## src/verilog/iodr_pkg.sv

```systemverilog
/*
  Constants shared by the inertial output and identification register block:
  register offsets, serial frame layout, sample clock and divider figures.
  Assumes a 125 MHz system clock and a 16-bit serial register frame.
*/
`default_nettype none
package iodr_pkg;
  // byte addresses as seen in the serial command word, bits [14:8]
  localparam logic [6:0] TEMPERATURE_OUTPUT_ADDR = 7'h1E;
  localparam logic [6:0] X_VELOCITY_CHANGE_ADDR = 7'h2A;
  localparam logic [6:0] Y_VELOCITY_CHANGE_ADDR = 7'h2C;
  localparam logic [6:0] Z_VELOCITY_CHANGE_ADDR = 7'h2E;
  localparam logic [6:0] LOT_CODE_FIRST_HALF_ADDR = 7'h52;
  localparam logic [6:0] LOT_CODE_SECOND_HALF_ADDR = 7'h54;
  localparam logic [6:0] PART_IDENTITY_ADDR = 7'h56;
  localparam logic [6:0] UNIT_SERIAL_NUMBER_ADDR = 7'h58;

  // serial frame: bit 15 set means write, [14:8] address
  localparam int FRAME_BITS = 16;
  localparam logic [4:0] FRAME_BITS_COUNT = 5'h10;
  localparam int CMD_WRITE_BIT = 15;
  localparam int CMD_ADDR_HI = 14;
  localparam int CMD_ADDR_LO = 8;

  // sample clock selection
  localparam logic [1:0] CLK_MODE_INTERNAL = 2'h0;
  localparam longint CLK_HZ = 125000000;
  localparam longint INT_SAMPLE_HZ = 2048;
  localparam int INT_TICK_CYCLES = int'(CLK_HZ / INT_SAMPLE_HZ);

  // one delta-velocity step equals 0.25 mg x 10 x (decimation + 1) / sample rate, in mm/s
  localparam int DIV_STEPS = 32;
  localparam logic [5:0] DIV_STEPS_COUNT = 6'h20;
  localparam logic [31:0] VEL_POS_LIMIT = 32'h00007FFF;
  localparam logic [31:0] VEL_NEG_LIMIT = 32'h00008000;
  localparam logic [15:0] VEL_ZERO = 16'h0000;
  localparam logic [15:0] TEMP_ZERO = 16'h0000;
  localparam int SERIAL_BITS = 12;
endpackage : iodr_pkg
`default_nettype wire

```

## src/verilog/iodr_registers.sv

```systemverilog
/*
  Read-only output and identification registers with their serial slave.
  Assumes per-sample velocity increments and temperature samples come from
  logic on clk, and that the serial clock is far slower than clk.
*/
// How it works
// - report velocity change per processing cycle
// - three 16-bit signed velocity registers, zero is zero
// - step scales with decimation plus one
// - internal 2048 Hz or external sample clock
// - each temperature sample loads the register
// - temperature signed, 0.05 C steps, 25 C zero
// - fixed part identity register
// - two lot halves form 32-bit code
// - serial number in low twelve bits
// - all registers read-only to the host
`timescale 1ns/1ps
`default_nettype none
module iodr_registers
  import iodr_pkg::*;
#(
  parameter int TICK_CYCLES = INT_TICK_CYCLES,
  parameter logic [15:0] PART_ID = 16'h1234, // arbitrary value
  parameter logic [15:0] LOT_FIRST = 16'hA5A5, // arbitrary value
  parameter logic [15:0] LOT_SECOND = 16'h5A5A, // arbitrary value
  parameter logic [15:0] SERIAL_CODE = 16'h0001 // arbitrary value
) (
  input wire logic clk,
  input wire logic reset_n,
  input wire logic [1:0] clockModeSel,
  input wire logic [15:0] decimationSetting,
  input wire logic extSampleClk,
  input wire logic [15:0] velIncX,
  input wire logic [15:0] velIncY,
  input wire logic [15:0] velIncZ,
  input wire logic tempValid,
  input wire logic [15:0] tempData,
  input wire logic sclk,
  input wire logic csN,
  input wire logic mosi,
  output logic miso,
  output logic misoEnable
);
  logic [2:0] extSync;
  logic [2:0] sclkSync;
  logic [2:0] csSync;
  logic [1:0] mosiSync;
  logic [31:0] intCount;
  logic intTick;
  logic extRise;
  logic sampleTick;
  logic [15:0] sampleCount;
  logic windowEnd;
  logic signed [31:0] accum [3];
  logic [31:0] magSave [3];
  logic [17:0] rem [3];
  logic [31:0] quo [3];
  logic [31:0] dvd [3];
  logic negSign [3];
  logic [16:0] divisor;
  logic [5:0] divCount;
  logic dvLoad;
  logic [15:0] velReg [3];
  logic [15:0] tempReg;
  logic [15:0] rxShift;
  logic [15:0] txShift;
  logic [4:0] bitCount;
  logic sclkRise;
  logic sclkFall;
  logic frameEnd;
  logic [15:0] sampleIn [3];

  assign sampleIn[0] = velIncX;
  assign sampleIn[1] = velIncY;
  assign sampleIn[2] = velIncZ;

  function automatic logic [31:0] absMag(input logic [31:0] v);
    absMag = v[31] ? 32'(~v + 32'h1) : v;
  endfunction : absMag

  function automatic logic [15:0] satVel(input logic [31:0] q, input logic neg);
    if (!neg) begin
      satVel = (q > VEL_POS_LIMIT) ? VEL_POS_LIMIT[15:0] : q[15:0];
    end else begin
      satVel = (q > VEL_NEG_LIMIT) ? VEL_NEG_LIMIT[15:0] : 16'(~q[15:0] + 16'h1);
    end
  endfunction : satVel

  // one restoring division step: returns {remainder, quotient, dividend}
  function automatic logic [81:0] divStep(input logic [17:0] r, input logic [31:0] q,
                                          input logic [31:0] d, input logic [16:0] n);
    logic [17:0] t;
    t = {r[16:0], d[31]};
    if (t >= {1'b0, n}) begin
      divStep = {18'(t - {1'b0, n}), q[30:0], 1'b1, d[30:0], 1'b0};
    end else begin
      divStep = {t, q[30:0], 1'b0, d[30:0], 1'b0};
    end
  endfunction : divStep

  function automatic logic [15:0] readReg(input logic [6:0] a, input logic [15:0] t,
                                          input logic [15:0] vx, input logic [15:0] vy,
                                          input logic [15:0] vz);
    logic [6:0] w;
    w = {a[6:1], 1'b0};
    if (w == TEMPERATURE_OUTPUT_ADDR) readReg = t;
    else if (w == X_VELOCITY_CHANGE_ADDR) readReg = vx;
    else if (w == Y_VELOCITY_CHANGE_ADDR) readReg = vy;
    else if (w == Z_VELOCITY_CHANGE_ADDR) readReg = vz;
    else if (w == LOT_CODE_FIRST_HALF_ADDR) readReg = LOT_FIRST;
    else if (w == LOT_CODE_SECOND_HALF_ADDR) readReg = LOT_SECOND;
    else if (w == PART_IDENTITY_ADDR) readReg = PART_ID;
    else if (w == UNIT_SERIAL_NUMBER_ADDR) readReg = SERIAL_CODE;
    else readReg = 16'h0000;
  endfunction : readReg

  // pin synchronisers; only stage 1 onward is read by logic
  always_ff @(posedge clk) begin
    if (!reset_n) begin
      extSync <= 3'h0;
      sclkSync <= 3'h7;
      csSync <= 3'h7;
      mosiSync <= 2'h0;
    end else begin
      extSync <= {extSync[1:0], extSampleClk};
      sclkSync <= {sclkSync[1:0], sclk};
      csSync <= {csSync[1:0], csN};
      mosiSync <= {mosiSync[0], mosi};
    end
  end

  always_ff @(posedge clk) begin
    if (!reset_n || intCount == 32'(TICK_CYCLES - 1)) begin
      intCount <= 32'h0;
    end else begin
      intCount <= intCount + 32'h1;
    end
  end

  assign intTick = (intCount == 32'(TICK_CYCLES - 1));
  assign extRise = extSync[1] && !extSync[2];
  assign sampleTick = (clockModeSel == CLK_MODE_INTERNAL) ? intTick : extRise;
  assign windowEnd = sampleTick && (sampleCount >= decimationSetting);

  always_ff @(posedge clk) begin
    if (!reset_n || windowEnd) begin
      sampleCount <= 16'h0;
    end else if (sampleTick) begin
      sampleCount <= sampleCount + 16'h1;
    end
  end

  // accumulate increments over decimation + 1 samples, then divide by that count
  always_ff @(posedge clk) begin
    logic [31:0] sum;
    sum = 32'h0;
    if (!reset_n) begin
      for (int i = 0; i < 3; i++) begin
        accum[i] <= 32'sh0;
        magSave[i] <= 32'h0;
        negSign[i] <= 1'b0;
      end
      divisor <= 17'h1;
    end else if (sampleTick) begin
      for (int i = 0; i < 3; i++) begin
        sum = 32'(accum[i] + {{16{sampleIn[i][15]}}, sampleIn[i]});
        if (windowEnd) begin
          accum[i] <= 32'sh0;
          magSave[i] <= absMag(sum);
          negSign[i] <= sum[31];
        end else begin
          accum[i] <= sum;
        end
      end
      if (windowEnd) begin
        divisor <= 17'({1'b0, decimationSetting} + 17'h1);
      end
    end
  end

  always_ff @(posedge clk) begin
    if (!reset_n) begin
      divCount <= 6'h0;
      dvLoad <= 1'b0;
      for (int i = 0; i < 3; i++) begin
        rem[i] <= 18'h0;
        quo[i] <= 32'h0;
        dvd[i] <= 32'h0;
      end
    end else begin
      dvLoad <= (divCount == 6'h1);
      if (windowEnd) begin
        divCount <= DIV_STEPS_COUNT;
        for (int i = 0; i < 3; i++) begin
          rem[i] <= 18'h0;
          quo[i] <= 32'h0;
          dvd[i] <= absMag(32'(accum[i] + {{16{sampleIn[i][15]}}, sampleIn[i]}));
        end
      end else if (divCount != 6'h0) begin
        divCount <= divCount - 6'h1;
        for (int i = 0; i < 3; i++) begin
          {rem[i], quo[i], dvd[i]} <= divStep(rem[i], quo[i], dvd[i], divisor);
        end
      end
    end
  end

  // only the processing path writes these; the serial port has no write path
  always_ff @(posedge clk) begin
    if (!reset_n) begin
      for (int i = 0; i < 3; i++) velReg[i] <= VEL_ZERO;
    end else if (dvLoad) begin
      for (int i = 0; i < 3; i++) velReg[i] <= satVel(quo[i], negSign[i]);
    end
  end

  always_ff @(posedge clk) begin
    if (!reset_n) begin
      tempReg <= TEMP_ZERO;
    end else if (tempValid) begin
      tempReg <= tempData;
    end
  end

  assign sclkRise = sclkSync[1] && !sclkSync[2];
  assign sclkFall = !sclkSync[1] && sclkSync[2];
  assign frameEnd = csSync[1] && !csSync[2];

  // serial slave: command frame answered in the following frame
  always_ff @(posedge clk) begin
    if (!reset_n) begin
      rxShift <= 16'h0;
      txShift <= 16'h0;
      bitCount <= 5'h0;
    end else if (frameEnd) begin
      bitCount <= 5'h0;
      if (bitCount == FRAME_BITS_COUNT && !rxShift[CMD_WRITE_BIT]) begin
        txShift <= readReg(rxShift[CMD_ADDR_HI:CMD_ADDR_LO], tempReg, velReg[0], velReg[1], velReg[2]);
      end else begin
        txShift <= 16'h0;
      end
    end else if (!csSync[1]) begin
      if (sclkRise) begin
        rxShift <= {rxShift[FRAME_BITS-2:0], mosiSync[1]};
        bitCount <= 5'(bitCount + 5'h1);
      end else if (sclkFall && bitCount != 5'h0) begin
        txShift <= {txShift[FRAME_BITS-2:0], 1'b0};
      end
    end
  end

  assign miso = txShift[FRAME_BITS-1];
  assign misoEnable = !csSync[1];

  property p_dv_timing;
    @(posedge clk) disable iff (!reset_n)
    windowEnd |-> ##33 dvLoad;
  endproperty
  a_dv_timing: assert property (p_dv_timing) else $error("velocity load late");

  property p_dv_value;
    @(posedge clk) disable iff (!reset_n)
    dvLoad |=> velReg[0] == satVel($past(quo[0]), $past(negSign[0]));
  endproperty
  a_dv_value: assert property (p_dv_value) else $error("x velocity value wrong");

  property p_div_scale;
    @(posedge clk) disable iff (!reset_n)
    dvLoad |-> (64'(quo[1]) * 64'(divisor) + 64'(rem[1]) == 64'(magSave[1])) && (rem[1] < 18'(divisor));
  endproperty
  a_div_scale: assert property (p_div_scale) else $error("velocity scaling wrong");

  property p_ext_clock;
    @(posedge clk) disable iff (!reset_n)
    (clockModeSel != CLK_MODE_INTERNAL && !extSync[2] && extSync[1]) |-> sampleTick;
  endproperty
  a_ext_clock: assert property (p_ext_clock) else $error("external sample edge missed");

  property p_temp_load;
    @(posedge clk) disable iff (!reset_n)
    tempValid |=> tempReg == $past(tempData);
  endproperty
  a_temp_load: assert property (p_temp_load) else $error("temperature not loaded");

  property p_temp_hold;
    @(posedge clk) disable iff (!reset_n)
    !tempValid |=> $stable(tempReg);
  endproperty
  a_temp_hold: assert property (p_temp_hold) else $error("temperature changed");

  property p_part_read;
    @(posedge clk) disable iff (!reset_n)
    (frameEnd && bitCount == FRAME_BITS_COUNT && !rxShift[CMD_WRITE_BIT]
      && rxShift[CMD_ADDR_HI:CMD_ADDR_LO] == PART_IDENTITY_ADDR) |=> txShift == PART_ID;
  endproperty
  a_part_read: assert property (p_part_read) else $error("part identity wrong");

  property p_lot_read;
    @(posedge clk) disable iff (!reset_n)
    (frameEnd && bitCount == FRAME_BITS_COUNT && !rxShift[CMD_WRITE_BIT]
      && rxShift[CMD_ADDR_HI:CMD_ADDR_LO] == LOT_CODE_SECOND_HALF_ADDR) |=> txShift == LOT_SECOND;
  endproperty
  a_lot_read: assert property (p_lot_read) else $error("lot code wrong");

  property p_serial_read;
    @(posedge clk) disable iff (!reset_n)
    (frameEnd && bitCount == FRAME_BITS_COUNT && !rxShift[CMD_WRITE_BIT]
      && rxShift[CMD_ADDR_HI:CMD_ADDR_LO] == UNIT_SERIAL_NUMBER_ADDR)
      |=> txShift[SERIAL_BITS-1:0] == SERIAL_CODE[SERIAL_BITS-1:0];
  endproperty
  a_serial_read: assert property (p_serial_read) else $error("serial number wrong");

  property p_vel_hold;
    @(posedge clk) disable iff (!reset_n)
    !dvLoad |=> $stable(velReg[0]) && $stable(velReg[1]) && $stable(velReg[2]);
  endproperty
  a_vel_hold: assert property (p_vel_hold) else $error("velocity changed without load");

  property p_write_ignored;
    @(posedge clk) disable iff (!reset_n)
    (frameEnd && rxShift[CMD_WRITE_BIT] && !tempValid) |=> txShift == 16'h0000 && $stable(tempReg);
  endproperty
  a_write_ignored: assert property (p_write_ignored) else $error("write had an effect");
endmodule : iodr_registers
`default_nettype wire

```

## config.mk

```make
export PLATFORM = sky130hd
export DESIGN_NAME = iodr_registers
export DESIGN_NICKNAME = d
export VERILOG_FILES = /design/src/verilog/iodr_pkg.sv /design/src/verilog/iodr_registers.sv
export SDC_FILE = /design/constraint.sdc
export NUM_CORES = 1
export LEC_CHECK = 0
export ABC_AREA = 1
export BUFFER_PORTS_ARGS = -buffer_cell sky130_fd_sc_hd__buf_2
export CORE_ASPECT_RATIO = 1.25
export CORE_MARGIN = 4
export CORE_UTILIZATION = 45
export DETAILED_ROUTE_END_ITERATION = 8
export PLACE_DENSITY = 0.59
export RECOVER_POWER = 25
export SLEW_MARGIN = 20
export SYNTH_ARGS = -nofsm -noshare
export SYNTH_HDL_FRONTEND = slang
export SYNTH_SLANG_ARGS = --single-unit
export TNS_END_PERCENT = 10
```

## constraint.sdc

```tcl
create_clock -name clk -period 4.32 [get_ports clk]
set_clock_uncertainty 0.2 [all_clocks]
set_input_delay 0.864 -clock clk [delete_from_list [all_inputs] [get_ports clk]]
set_output_delay 0.864 -clock clk [all_outputs]
set_load 0.01 [all_outputs]
```

# Word-level counts from Yosys, hierarchy flattened
# Memories as Yosys holds them, arrays and structs flattened.
# Index checks and enable logic that the tools add are counted.
# classes
add_sub_neg	17
n_lt_le_gt_ge	10
eq_ne	13
mux	63
bitwise_logic	21
reduce_logical	27
# ops
operator	count
$mux 16	28
$mux 32	9
$mux 81	3
$mux 96	2
$add 32x1->32 const B	4
$add 32x32->32	3
$gt 32x15->1 const B	3
$gt 32x16->1 const B	3
$not 32->32	3
$add 16x1->16 const B	4
$ge 18x17->1	3
$sub 17x17->17	3
$not 16->16	3
$eq 32x16->1 const B	1
$eq 6x6->1 const B	4
$eq 6x5->1 const B	3
$add 16x1->17 const B	1
$mux 1	17
$ge 16x16->1	1
$mux 15	1
$mux 13	1
$mux 6	2
$or 1x1->1	12
$logic_and 1x1->1	7
16 further kinds	30
# word_totals
regBits	379
ramBits	147
input_bits	89
out_inout_bits	2
elab_cells	177
n_memories	3
# mem_list
name	depth	word_bits	read_ports	rd_ports_with_merged_regs	write_ports	line_no	source
accum	3	32	3	0	3	iodr_registers.sv:54	logic signed [31:0] accum [3];
velReg	3	16	3	0	3	iodr_registers.sv:63	logic [15:0] velReg [3];
negSign	3	1	3	0	3	iodr_registers.sv:59	logic negSign [3];

# Longest topological paths before layout
# Gate-level depths: netlist of the first run.
# logic_depth
depth_word	11
depth_mapped	24

# Worst setup path after synthesis of the first run
# No wires, ideal clock.
# synth_timing
path_type	in2reg
startpoint	input clockModeSel[1]
endpoint	register rem[20] (netlist bit)
setup_time_ns	0.116
arrival_time_ns	4.181
path_slack_ns	-0.177
stages	7
cell_sequence	o22ai_1 > nand2_1 > nand2_1 > nand2_1 > clkbuf_1 > o211ai_1 > inv_1
# synth_between
elab_chain_len	4
# synth_rtl
element	line_no	source
start: declaration	iodr_registers.sv:30	input wire logic [1:0] clockModeSel,
$logic_not 2->1	iodr_registers.sv:142	assign sampleTick = (clockModeSel == CLK_MODE_INTERNAL) ? intTick : extRise;
$mux 1	iodr_registers.sv:142	
$logic_and 1x1->1	iodr_registers.sv:143	assign windowEnd = sampleTick && (sampleCount >= decimationSetting);
$reduce_or 2->1 (no line)	-	
end signal: indexed assignment	iodr_registers.sv:202	{rem[i], quo[i], dvd[i]} <= divStep(rem[i], quo[i], dvd[i], divisor);
end: declaration	iodr_registers.sv:56	logic [17:0] rem [3];
# Every way passes these cells.
# A chain may end at the register's enable or synchronous reset.

==> results of run 1 <==
-- kinds of logic (layout without fill, tap and decap cells) --
family                     Yosys count  count (layout)  synth area share (%)
and+or+nand+nor                   2713            2713                  32.7
AOI/OAI and AO/OA                  928             928                  14.5
buffers and inverters              856             923                  9.41
xor gates and xnor gates           128             128                  3.18
adders and majority gates          180             180                  6.47
DFF                                526             526                  33.8
-- critical path, delay by kind of cell --
family	cells	cell delay, ns
buffers and inverters	3	2.56
and+or+nand+nor	1	0.10
AOI/OAI and AO/OA	1	0.35
-- power by group --
part	internal [uW]	total, uW	switching, uW
Sequential	5780	6240	455
Combinational	2940	8810	5870
Clock	2890	5090	2200
-- through the flow --
stage               setup WS (ns)  hold slack, ns  utilization, %  power, uW  instance area (um2)
finish                      0.624           0.197            50.0      20100                38900
CTS                         0.999           0.153            50.0      20300                38900
global route                0.354           0.182            50.0      21800                38900
floorplan                   0.819           0.190               -      13000                35500
global placement            0.377           0.198            47.5      15000                37000
detailed placement          0.376           0.203            47.5      15100                37000
-- cell type report --
type	count	area, um2	area share (%)
multi-input combinational	3949	20200	51.9
sequential	526	12000	30.9
inverter	681	2560	6.60
clock buffer	90	1730	4.44
tap	1044	1310	3.36
timing repair buffer	134	871	2.24
clock inverter	18	220	0.567
-- state kept, by name (all words and copies together), names as in the netlist, 5 cells and up --
| signal | cells |
|---|---|
| divisor | 17 |
| velReg | 48 |
| accum | 96 |
| rem | 51 |
| quo | 96 |
| divCount | 6 |
| sampleCount | 16 |
| txShift | 16 |
| rxShift | 16 |
| bitCount | 5 |
| dvd | 96 |
| intCount | 32 |
| tempReg | 16 |
-- routing by layer --
metal  vias to the layer above  track usage (%)  wire length (um)
met3                       183             2.50              3030
met2                       559             43.5             50400
met1                     15400             28.0             42700
met5                         -                0                 0
met4                         0             8.18              3510
li1                      17500                -                 -
-- path summary, 6_finish.rpt --
| check | depth (start not counted) | endpoint | slack [ns] |
|---|---|---|---|
| worst min register to register | 1 | csSync[1]$_SDFF_PN1_ | 0.21 |
| worst max-delay path | 5 | velReg[0][31]$_SDFFCE_PN0P_ | 0.62 |
| worst min-delay path | 3 | extSync[0]$_SDFF_PN0_ | 0.20 |
| worst max register to register | 8 | dvd[49]$_SDFFE_PN0P_ | 0.68 |
-- layout by cell type (no fill, tap or decap), types with 120 or more instances in the layout --
| master | Yosys | final |
|---|---|---|
| o21ai_0 | 305 | 305 |
| nand4_1 | 120 | 120 |
| nand3_1 | 295 | 295 |
| ha_1 | 174 | 174 |
| edfxtp_1 | 147 | 147 |
| nor2_1 | 554 | 553 |
| dfxtp_1 | 379 | 379 |
| nand2_1 | 1501 | 1500 |
| a21oi_1 | 404 | 404 |
| inv_1 | 657 | 658 |
==> results.md, run 1 <==
* Status: finished, violations left
* Violated checks: max-capacitance violations, max-slew violations
* Final Hold Fails at 0
* Row count at 114
* Mapped Nets at between 5000 and 6000
* GPL Wtd Cong at 0.919
* Most common cell in the netlist: nand2_1
* Cell Area, Synth at 0.0355 mm2
* Max incr delay on CP at 1.19 ns
* Yosys reg bits at 526
* Yosys cell types at 60
* Area share of the largest cell type after synthesis at 21.4%
* Slew HR at -41.5%
* Boundary pin count at 91
* Post-synthesis sequential area ratio at 33.8%
* Worst-margin pin slew at roughly 2.1 ns
* Crit-path cells: clkbuf_1, clkbuf_1, nand2_1, buf_4, a311oi_1
* Total vias in the final route at 33700
* Vias in the first global route at 32100
* HP Class: input pin to flip-flop
* DRC violations left at 0
* Drt total wl at 99700 um
* Yosys warnings at 0
* H-tree levels at 2
* Most used cell, CP: clkbuf_1
* Max cap viols at 3
* Post-CTS sizing at 0
* Power Dens Cells at 518 mW/mm2
* Crit path from: reset_n
* TritonCTS clock tree: built
* Share of layout cells above drive strength 1 at 6.74%
* DRT iter0 DRCs at 2122
* Clock Sinks at 526
* Startpoint types: input pin
* Antenna violations before repair at 1
* Syn-to-layout area delta at 9.47%
* Critical path data required time at 4.56 ns
* Ranking of synthesized cells by area: dfxtp_1 (21%), nand2_1 (16%), edfxtp_1 (12%)
* Post-Layout Cell Count at 6442
* Peak Freq at between 200 and 300 MHz
* Critical Path End Type: flip-flop
* Max Buffers Root-to-Sink at 3
* Final Slew Violations at 111
* Total track usage at a little under a quarter
* Total negative setup slack at 0 ns
* Final setup violation count at 0
* Root Driver: clkbuf_16
* Gate Count Post-Synth at 5331
* Post-DR vias/cell at 5.23
* Min Clock Period, post-route at approximately 3.7 ns
* RSZ-0062 raised after global routing: false
* Path type of the worst setup path: input pin to flip-flop
* R2r startpoint: divCount[0]$_SDFFE_PP0P_
* Syn Area/Cell at 6.66 um2
* Drt first pass iters at 5
* Total setup buffers inserted after CTS at 0
* Crit-path slowest cell: clkbuf_1
* Synth area leader: dfxtp_1
* CORE AREA at between 0.07 and 0.08 mm2
* Cell leakage power at about 0.018 uW
* Final Cycle Share at a little under nine tenths
* Gr ovfl total at 0
* Fillers at 8042
* Fin nets at 5618
* Most used flip-flop cell after synthesis: dfxtp_1
* Post-DP HPWL at approximately 73000 um
* Clock latency on the worst-skew pair at ~0.66 ns
* Die footprint at ~0.083 mm2
* Min-delay src: extSampleClk
* ANT cells at 0
* Peak supply drop at 0.874 mV
* EDFF count, synth at between 100 and 150
* Antenna Nets Post-Route at 0
* Synth cell count leaders: nand2_1 (1501), inv_1 (657), nor2_1 (554), a21oi_1 (404), dfxtp_1 (379)
* I/O Buffers at 90
* Num CTS Buffers at 57
* Post-Place Cells at 6334
* Starting density of the core at 45.7%
* Async SR Flop Fraction at 0%
* Register clock-pin slew on the reported worst setup and hold paths at about 0.060 ns
* CP max FO at 47
* Global-route wire length before repair at 163000 um
* CP arrival at 3.94 ns
* Chip height at 322 um
* WL per Instance at 15.5 um
* Hold-fix buffers, CTS at 0
* Die W at 259 um
* Largest net degree at the start of global routing at approximately 130
(Power assumes the default switching activity.)
==> run 2, diff against run 1 <==
CELL_PAD_IN_SITES_DETAIL_PLACEMENT = 1   (was not set)
CELL_PAD_IN_SITES_GLOBAL_PLACEMENT = 2   (was not set)
CORE_UTILIZATION = 33   (was 45)
PLACE_DENSITY = 0.74   (was 0.59)
SKIP_LAST_GASP = 1   (was not set)
==> results.md, run 2 (synthesis gave the netlist of run 1 again) <==
* Largest net degree at the start of global routing at 110
* Total setup buffers inserted after CTS at 0
* Crit path capture: negSign[0][0]$_SDFFCE_PN0P_
* Global-route wire length before repair at 193000 um
* Post-DP HPWL at around 91000 um
* Boundary pin count at 91
* R2r endpoint: negSign[0][0]$_SDFFCE_PN0P_
* Crit path from: intCount[22]$_SDFF_PP0_
* Max cap viols at 0
* Final core utilization at 37.3%
* Starting density of the core at between 30% and 40%
* Slew HR at 21.9%
* CORE AREA at roughly 0.11 mm2
* Max incr delay on CP at 0.90 ns
* Psw at 8990 uW
* Crit-path slowest cell: nand2_2
* WL per Instance at approximately 17 um
* Drt first pass iters at 5
* Die footprint at between 0.1 and 0.15 mm2
* Peak Freq at roughly 280 MHz
* Biggest regs: accum: 96 flops, dvd: 96 flops, quo: 96 flops
* Register clock-pin slew on the reported worst setup and hold paths at 0.06 ns
* Power Dens Cells at ~530 mW/mm2
* Final Slew Violations at 0
* Total vias in the final route at around 34000
* Vias in the first global route at 36000
* Startpoint types: flip-flop
* Switching part of the total power at between 40% and 50%
* I/O Buffers at 90
* R2r startpoint: intCount[22]$_SDFF_PP0_
* TritonCTS clock tree: built
* Clock power share at between 20% and 30%
* Crit-path cells: nor4_1, nand4_1, nor2_1, nand4_1, a21boi_2, nand2_4, nand2_2, buf_4
* Most frequent cells in the layout: nand2_1 (1500), inv_1 (657), nor2_1 (555)
* Commonest non-fill, non-tap cell in the layout: nand2_1
* Share of layout cells above drive strength 1 at under 10%
* Min Clock Period, post-route at approximately 3.6 ns
* GPL Wtd Cong at 0.836
* Path type of the worst setup path: flip-flop to flip-flop
* Worst-margin pin slew at 1.17 ns
* Num CTS Buffers at 66
* Drt total wl at 119000 um
* Antenna violations before repair at 0
* DRT iter0 DRCs at 1221
* DRC violations left at 0
* Chip height at 375 um
* Most used cell, CP: nand4_1
* Antenna Nets Post-Route at 0
* Row count at 134
* Syn-to-layout area delta at 12.3%
* Critical Path End Type: flip-flop
* Internal power consumption at 12100 uW
* Clock Sinks at 526
* Die W at 301 um
* Cell leakage power at 0.0182 uW
* RSZ-0062 raised after global routing: false
* Status: finished, final reports clean
* Peak supply drop at 0.401 mV
* CP max FO at between 40 and 50
* Fillers at 13700
* Final setup violation count at 0
* CP arrival at about 3.7 ns
* Fin nets at 5660
* Total track usage at a little over a fifth
* Root Driver: clkbuf_16
* Post-DR vias/cell at 5.02
* Reg2Reg Depth at 8
* Max Buffers Root-to-Sink at 3
* Register share of total power at 29.7%
* Hold-fix buffers, CTS at 0
* Reg-to-reg slack, setup at 0.75 ns
* Post-CTS sizing at 0
* Gr ovfl total at 0
* H-tree levels at 3
* Combinational share of power at 43.3%
* Critical path data required time at 4.44 ns
* Total negative setup slack at 0 ns
* HP Class: flip-flop to flip-flop
* ANT cells at 0
* Final Hold Fails at 0
* Final Cycle Share at 82.7%
* Clock latency on the worst-skew pair at 0.63 ns
run 2: cell count changes in the layout (fill, tap and decap cells not counted), sizes merged:
cell and change:
buf +38, clkinv +6, clkbuf -3, clkinvlp +3
inv -1
run 2: power groups by stage:
stage | logic [uW] | clock network (uW) | registers [uW]
2_1_floorplan | 6820 | 0 | 6200
3_3_place_gp | 9130 | 0 | 6370
3_5_place_dp | 9250 | 0 | 6370
4_1_cts | 9300 | 5900 | 6280
5_1_grt | 10500 | 6080 | 6360
6_report | 9130 | 5690 | 6270
run 2: cell type report:
type	count	area [um2]	area share, %
Clock buffer	92	1960	4.93
Clock inverter	26	248	0.622
Inverter	681	2570	6.44
Multi-Input combinational cell	3949	20100	50.5
Sequential cell	526	12000	30.1
Tap cell	1428	1790	4.48
Timing Repair Buffer	167	1150	2.88
run 2: metal layers:
metal	track usage, %	vias to the layer above	wire, um
li1	-	17600	-
met1	24.9	16400	51900
met2	39.9	276	62100
met3	1.73	162	2350
met4	6.14	0	3140
met5	0	-	0
run 2: through the flow:
step	hold slack, ns	area (um2)	setup WS, ns	power, uW	instances
2_1_floorplan	0.190	35500	0.819	13000	5331
3_3_place_gp	0.194	37700	0.161	15500	6751
3_5_place_dp	0.206	37700	0.145	15600	6751
4_1_cts	0.154	39900	0.825	21500	6869
5_1_grt	0.206	39900	0.508	22900	6869
6_report	0.210	39900	0.745	21100	6869
run 2: worst min-delay path by stage:
stage	from	end	slack (ns)	cells past startpoint
3_3_place_gp	mosiSync[0]$_SDFF_PN0_	mosiSync[1]$_SDFF_PN0_	0.19	2
6_report	csSync[0]$_SDFF_PN1_	csSync[1]$_SDFF_PN1_	0.21	1
4_1_cts	mosi	mosiSync[0]$_SDFF_PN0_	0.15	3
2_1_floorplan	extSync[0]$_SDFF_PN0_	extSync[1]$_SDFF_PN0_	0.19	2
3_5_place_dp	csSync[0]$_SDFF_PN1_	csSync[1]$_SDFF_PN1_	0.21	1
5_1_grt	csN	csSync[0]$_SDFF_PN1_	0.21	2
run 2: critical path, delay by kind of cell, from the launching register on:
| family | cells | cell delay [ns] |
|---|---|---|
| simple gates | 6 | 1.98 |
| flops | 1 | 0.35 |
| buf+inv | 1 | 0.40 |
| compound gates | 1 | 0.33 |
==> run 3, diff against run 2 <==
ABC_AREA = 0   (was 1)
CORE_UTILIZATION = 35   (was 33)
PLACE_DENSITY = 0.73   (was 0.74)
clock period = 3.1 ns   (was 4.32 ns; I/O delays follow)
==> results.md, run 3 <==
* Violated checks: max-capacitance violations, max-slew violations, negative setup slack
* Total power at 31300 uW
* Total vias in the final route at 33400
* Combinational share of power at 48.9%
* Cell Area, Synth at 0.0336 mm2
* M1 wire length at 50100 um
* Critical Path End Type: flip-flop
* Internal power consumption at 19300 uW
* Drt first pass iters at 8
* Psw at 12000 uW
* Most used flip-flop cell after synthesis: dfxtp_1
* CP arrival at 4.06 ns
* Share of layout cells above drive strength 1 at 27.4%
* Worst-margin pin slew at around 1.8 ns
* Cell leakage power at 0.0190 uW
* Antenna violations before repair at 1
* Final Cycle Share at 120%
* Drt total wl at 115000 um
* Final Hold Fails at 0
* WL per Instance at 18.3 um
* Path type of the worst setup path: flip-flop to flip-flop
* Register share of total power at between 20% and 30%
* Critical path data required time at 3.45 ns
* Post-DP HPWL at 84000 um
* I/O Buffers at 90
* Area share of the largest cell type after synthesis at between 20% and 30%
* Power Dens Cells at 687 mW/mm2
* Fillers at 11300
* DRC violations left at 0
* Post-DR vias/cell at 5.32
* Max incr delay on CP at around 0.56 ns
* Final setup violation count at 324
* Syn-to-layout area delta at 35.8%
* Clock Sinks at 526
* Met3 WL post-DR at 2880 um
* Final core utilization at 48.1%
* GPL Wtd Cong at 0.857
* Syn Area/Cell at between 8 and 9 um2
* Vias in the first global route at approximately 35000
* Global-route wire length before repair at 184000 um
* Die W at approximately 280 um
* CP max FO at 3
* Boundary pin count at 91
* RSZ-0062 raised after global routing: true
* Ranking of synthesized cells by area: dfxtp_1 (23%), edfxtp_1 (13%), nand2_1 (6.9%)
* Most common cell in the netlist: nand2_1
* Register Area at 0.0120 mm2
* Switching part of the total power at 38.3%
* Synth cell count leaders: nand2_1 (613), nor2_1 (398), dfxtp_1 (379), a21oi_1 (360), o21ai_0 (182)
* Yosys cell types at 110
* Row count at 126
* H-tree levels at 3
* Clock latency on the worst-skew pair at 0.64 ns
* Clock power share at 25.4%
* HP Class: input pin to flip-flop
* Max Buffers Root-to-Sink at 3
* Yosys warnings at 0
* Num CTS Buffers at 66
* Min Clock Period, post-route at 3.71 ns
* Antenna Nets Post-Route at 0
* Fin nets at about 5200
* Final Slew Violations at 88
* Die footprint at 0.101 mm2
* ANT cells at 0
* Post-synthesis sequential area ratio at a little over a third
* Dpl ws at -1.17 ns
* Post-Place Cells at 6090
* Biggest regs: accum: 96 flops, dvd: 96 flops, quo: 96 flops
* Commonest non-fill, non-tap cell in the layout: buf_4
* Slew HR at -18.0%
* Area of the multi-input gates at 0.0216 mm2
* DRT iter0 DRCs at 1371
* Yosys reg bits at about 530
* Final worst setup slack at -0.605 ns
* WL met2 at between 50000 and 60000 um
* Gr ovfl total at 0
* Most frequent cells in the layout: buf_4 (829), nand2_1 (609), nor2_1 (388)
* Max cap viols at 3
* Crit-path cells: ha_4, fa_2, a21o_1, a21oi_2, xnor2_2, or2_1, or2_4, or4b_4, nor3_4, buf_6, nand4_1, or4_1, nand3_1
* Mapped Nets at roughly 4400
* Synth area leader: dfxtp_1
* Async SR Flop Fraction at 0%
* Gate Count Post-Synth at approximately 4100
* Root Driver: clkbuf_16
* Starting density of the core at about 35%
* Status: finished, violations left
* Chip height at 354 um
* Largest net degree at the start of global routing at 79
* CORE AREA at 0.0947 mm2
* Top layer in use: met4
* Peak Freq at 270 MHz
* Startpoint types: flip-flop
* TritonCTS clock tree: built
* Register clock-pin slew on the reported worst setup and hold paths at 0.06 ns
* Total track usage at 21.9%
* Peak supply drop at 0.569 mV
* Crit-path slowest cell: or4b_4
* Post-Layout Cell Count at around 6300
* EDFF count, synth at 147
[run 3: timing repair]
action                                 4_1_cts  5_1_grt
setup endpoints to repair                  388      394
gates resized for setup                    151      154
pin swaps                                   77       63
cloned                                       2        3
endpoints found under the hold margin        8        0
hold buffers                                 8        0
buffers inserted                            32       28
[run 3: worst paths after layout]
kind	endpoint	start	depth (start not counted)	slack [ns]
max reg2reg	dvd[30]$_SDFFE_PN0P_	accum[2][0]$_SDFFCE_PN0P_	13	-0.61
min reg2reg	sclkSync[1]$_SDFF_PN1_	sclkSync[0]$_SDFF_PN1_	1	0.21
min	tempReg[12]$_SDFFE_PN0P_	tempData[12]	3	0.03
max	dvd[30]$_SDFFE_PN0P_	accum[2][0]$_SDFFCE_PN0P_	13	-0.61
[run 3: area by class of cell]
class / instances / share of cell area, %
repair buffers: 986 / 16.9
inverters: 126 / 1.08
multi-input cells: 3245 / 47.3
clock buffers: 84 / 4.04
clock inverters: 36 / 0.780
well taps: 1280 / 3.51
flip-flops and latches: 526 / 26.4
[run 3: routing by layer]
| metal | track usage, % | vias to the layer above |
|---|---|---|
| met5 | 0 | - |
| met1 | 26.7 | 16300 |
| met3 | 2.31 | 140 |
| met2 | 41.1 | 352 |
| li1 | - | 16600 |
| met4 | 5.48 | 0 |
[run 3: logic make-up after synthesis]
group	after synthesis	share of synthesized area, %
xor gates and xnor gates	226	5.90
and+or+nand+nor	1672	23.6
adders and majority gates	180	6.85
buffers and inverters	358	4.37
muxes	71	2.14
AOI/OAI and AO/OA	1095	21.3
DFF	526	35.8
[run 3: power by group through the flow]
stage / clock network, uW / registers [uW] / logic [uW]
final: 7960 / 8040 / 15300
after global routing: 8480 / 8100 / 16800
after CTS: 8220 / 8030 / 14500
after detailed placement: 0 / 8170 / 13800
after global placement: 0 / 8160 / 13600
after floorplan: 0 / 8050 / 8250
[run 3: worst max-delay path: cells and delay by family, from the launching register on]
family | cells | cell delay (ns)
and+or+nand+nor | 7 | 1.89
adders and majority gates | 2 | 0.53
DFF | 1 | 0.40
AOI/OAI and AO/OA | 2 | 0.38
buffers and inverters | 1 | 0.15
xor gates and xnor gates | 1 | 0.09
[run 3: per-stage QoR]
stage / cell area, um2 / hold WS [ns] / setup TNS, ns
2_1_floorplan: 33600 / 0.186 / -85.55
3_3_place_gp: 41300 / 0.188 / -193.00
3_5_place_dp: 41300 / 0.197 / -220.47
4_1_cts: 44600 / 0.000592 / -72.04
5_1_grt: 45600 / 0.0301 / -142.45
6_report: 45600 / 0.0318 / -70.29
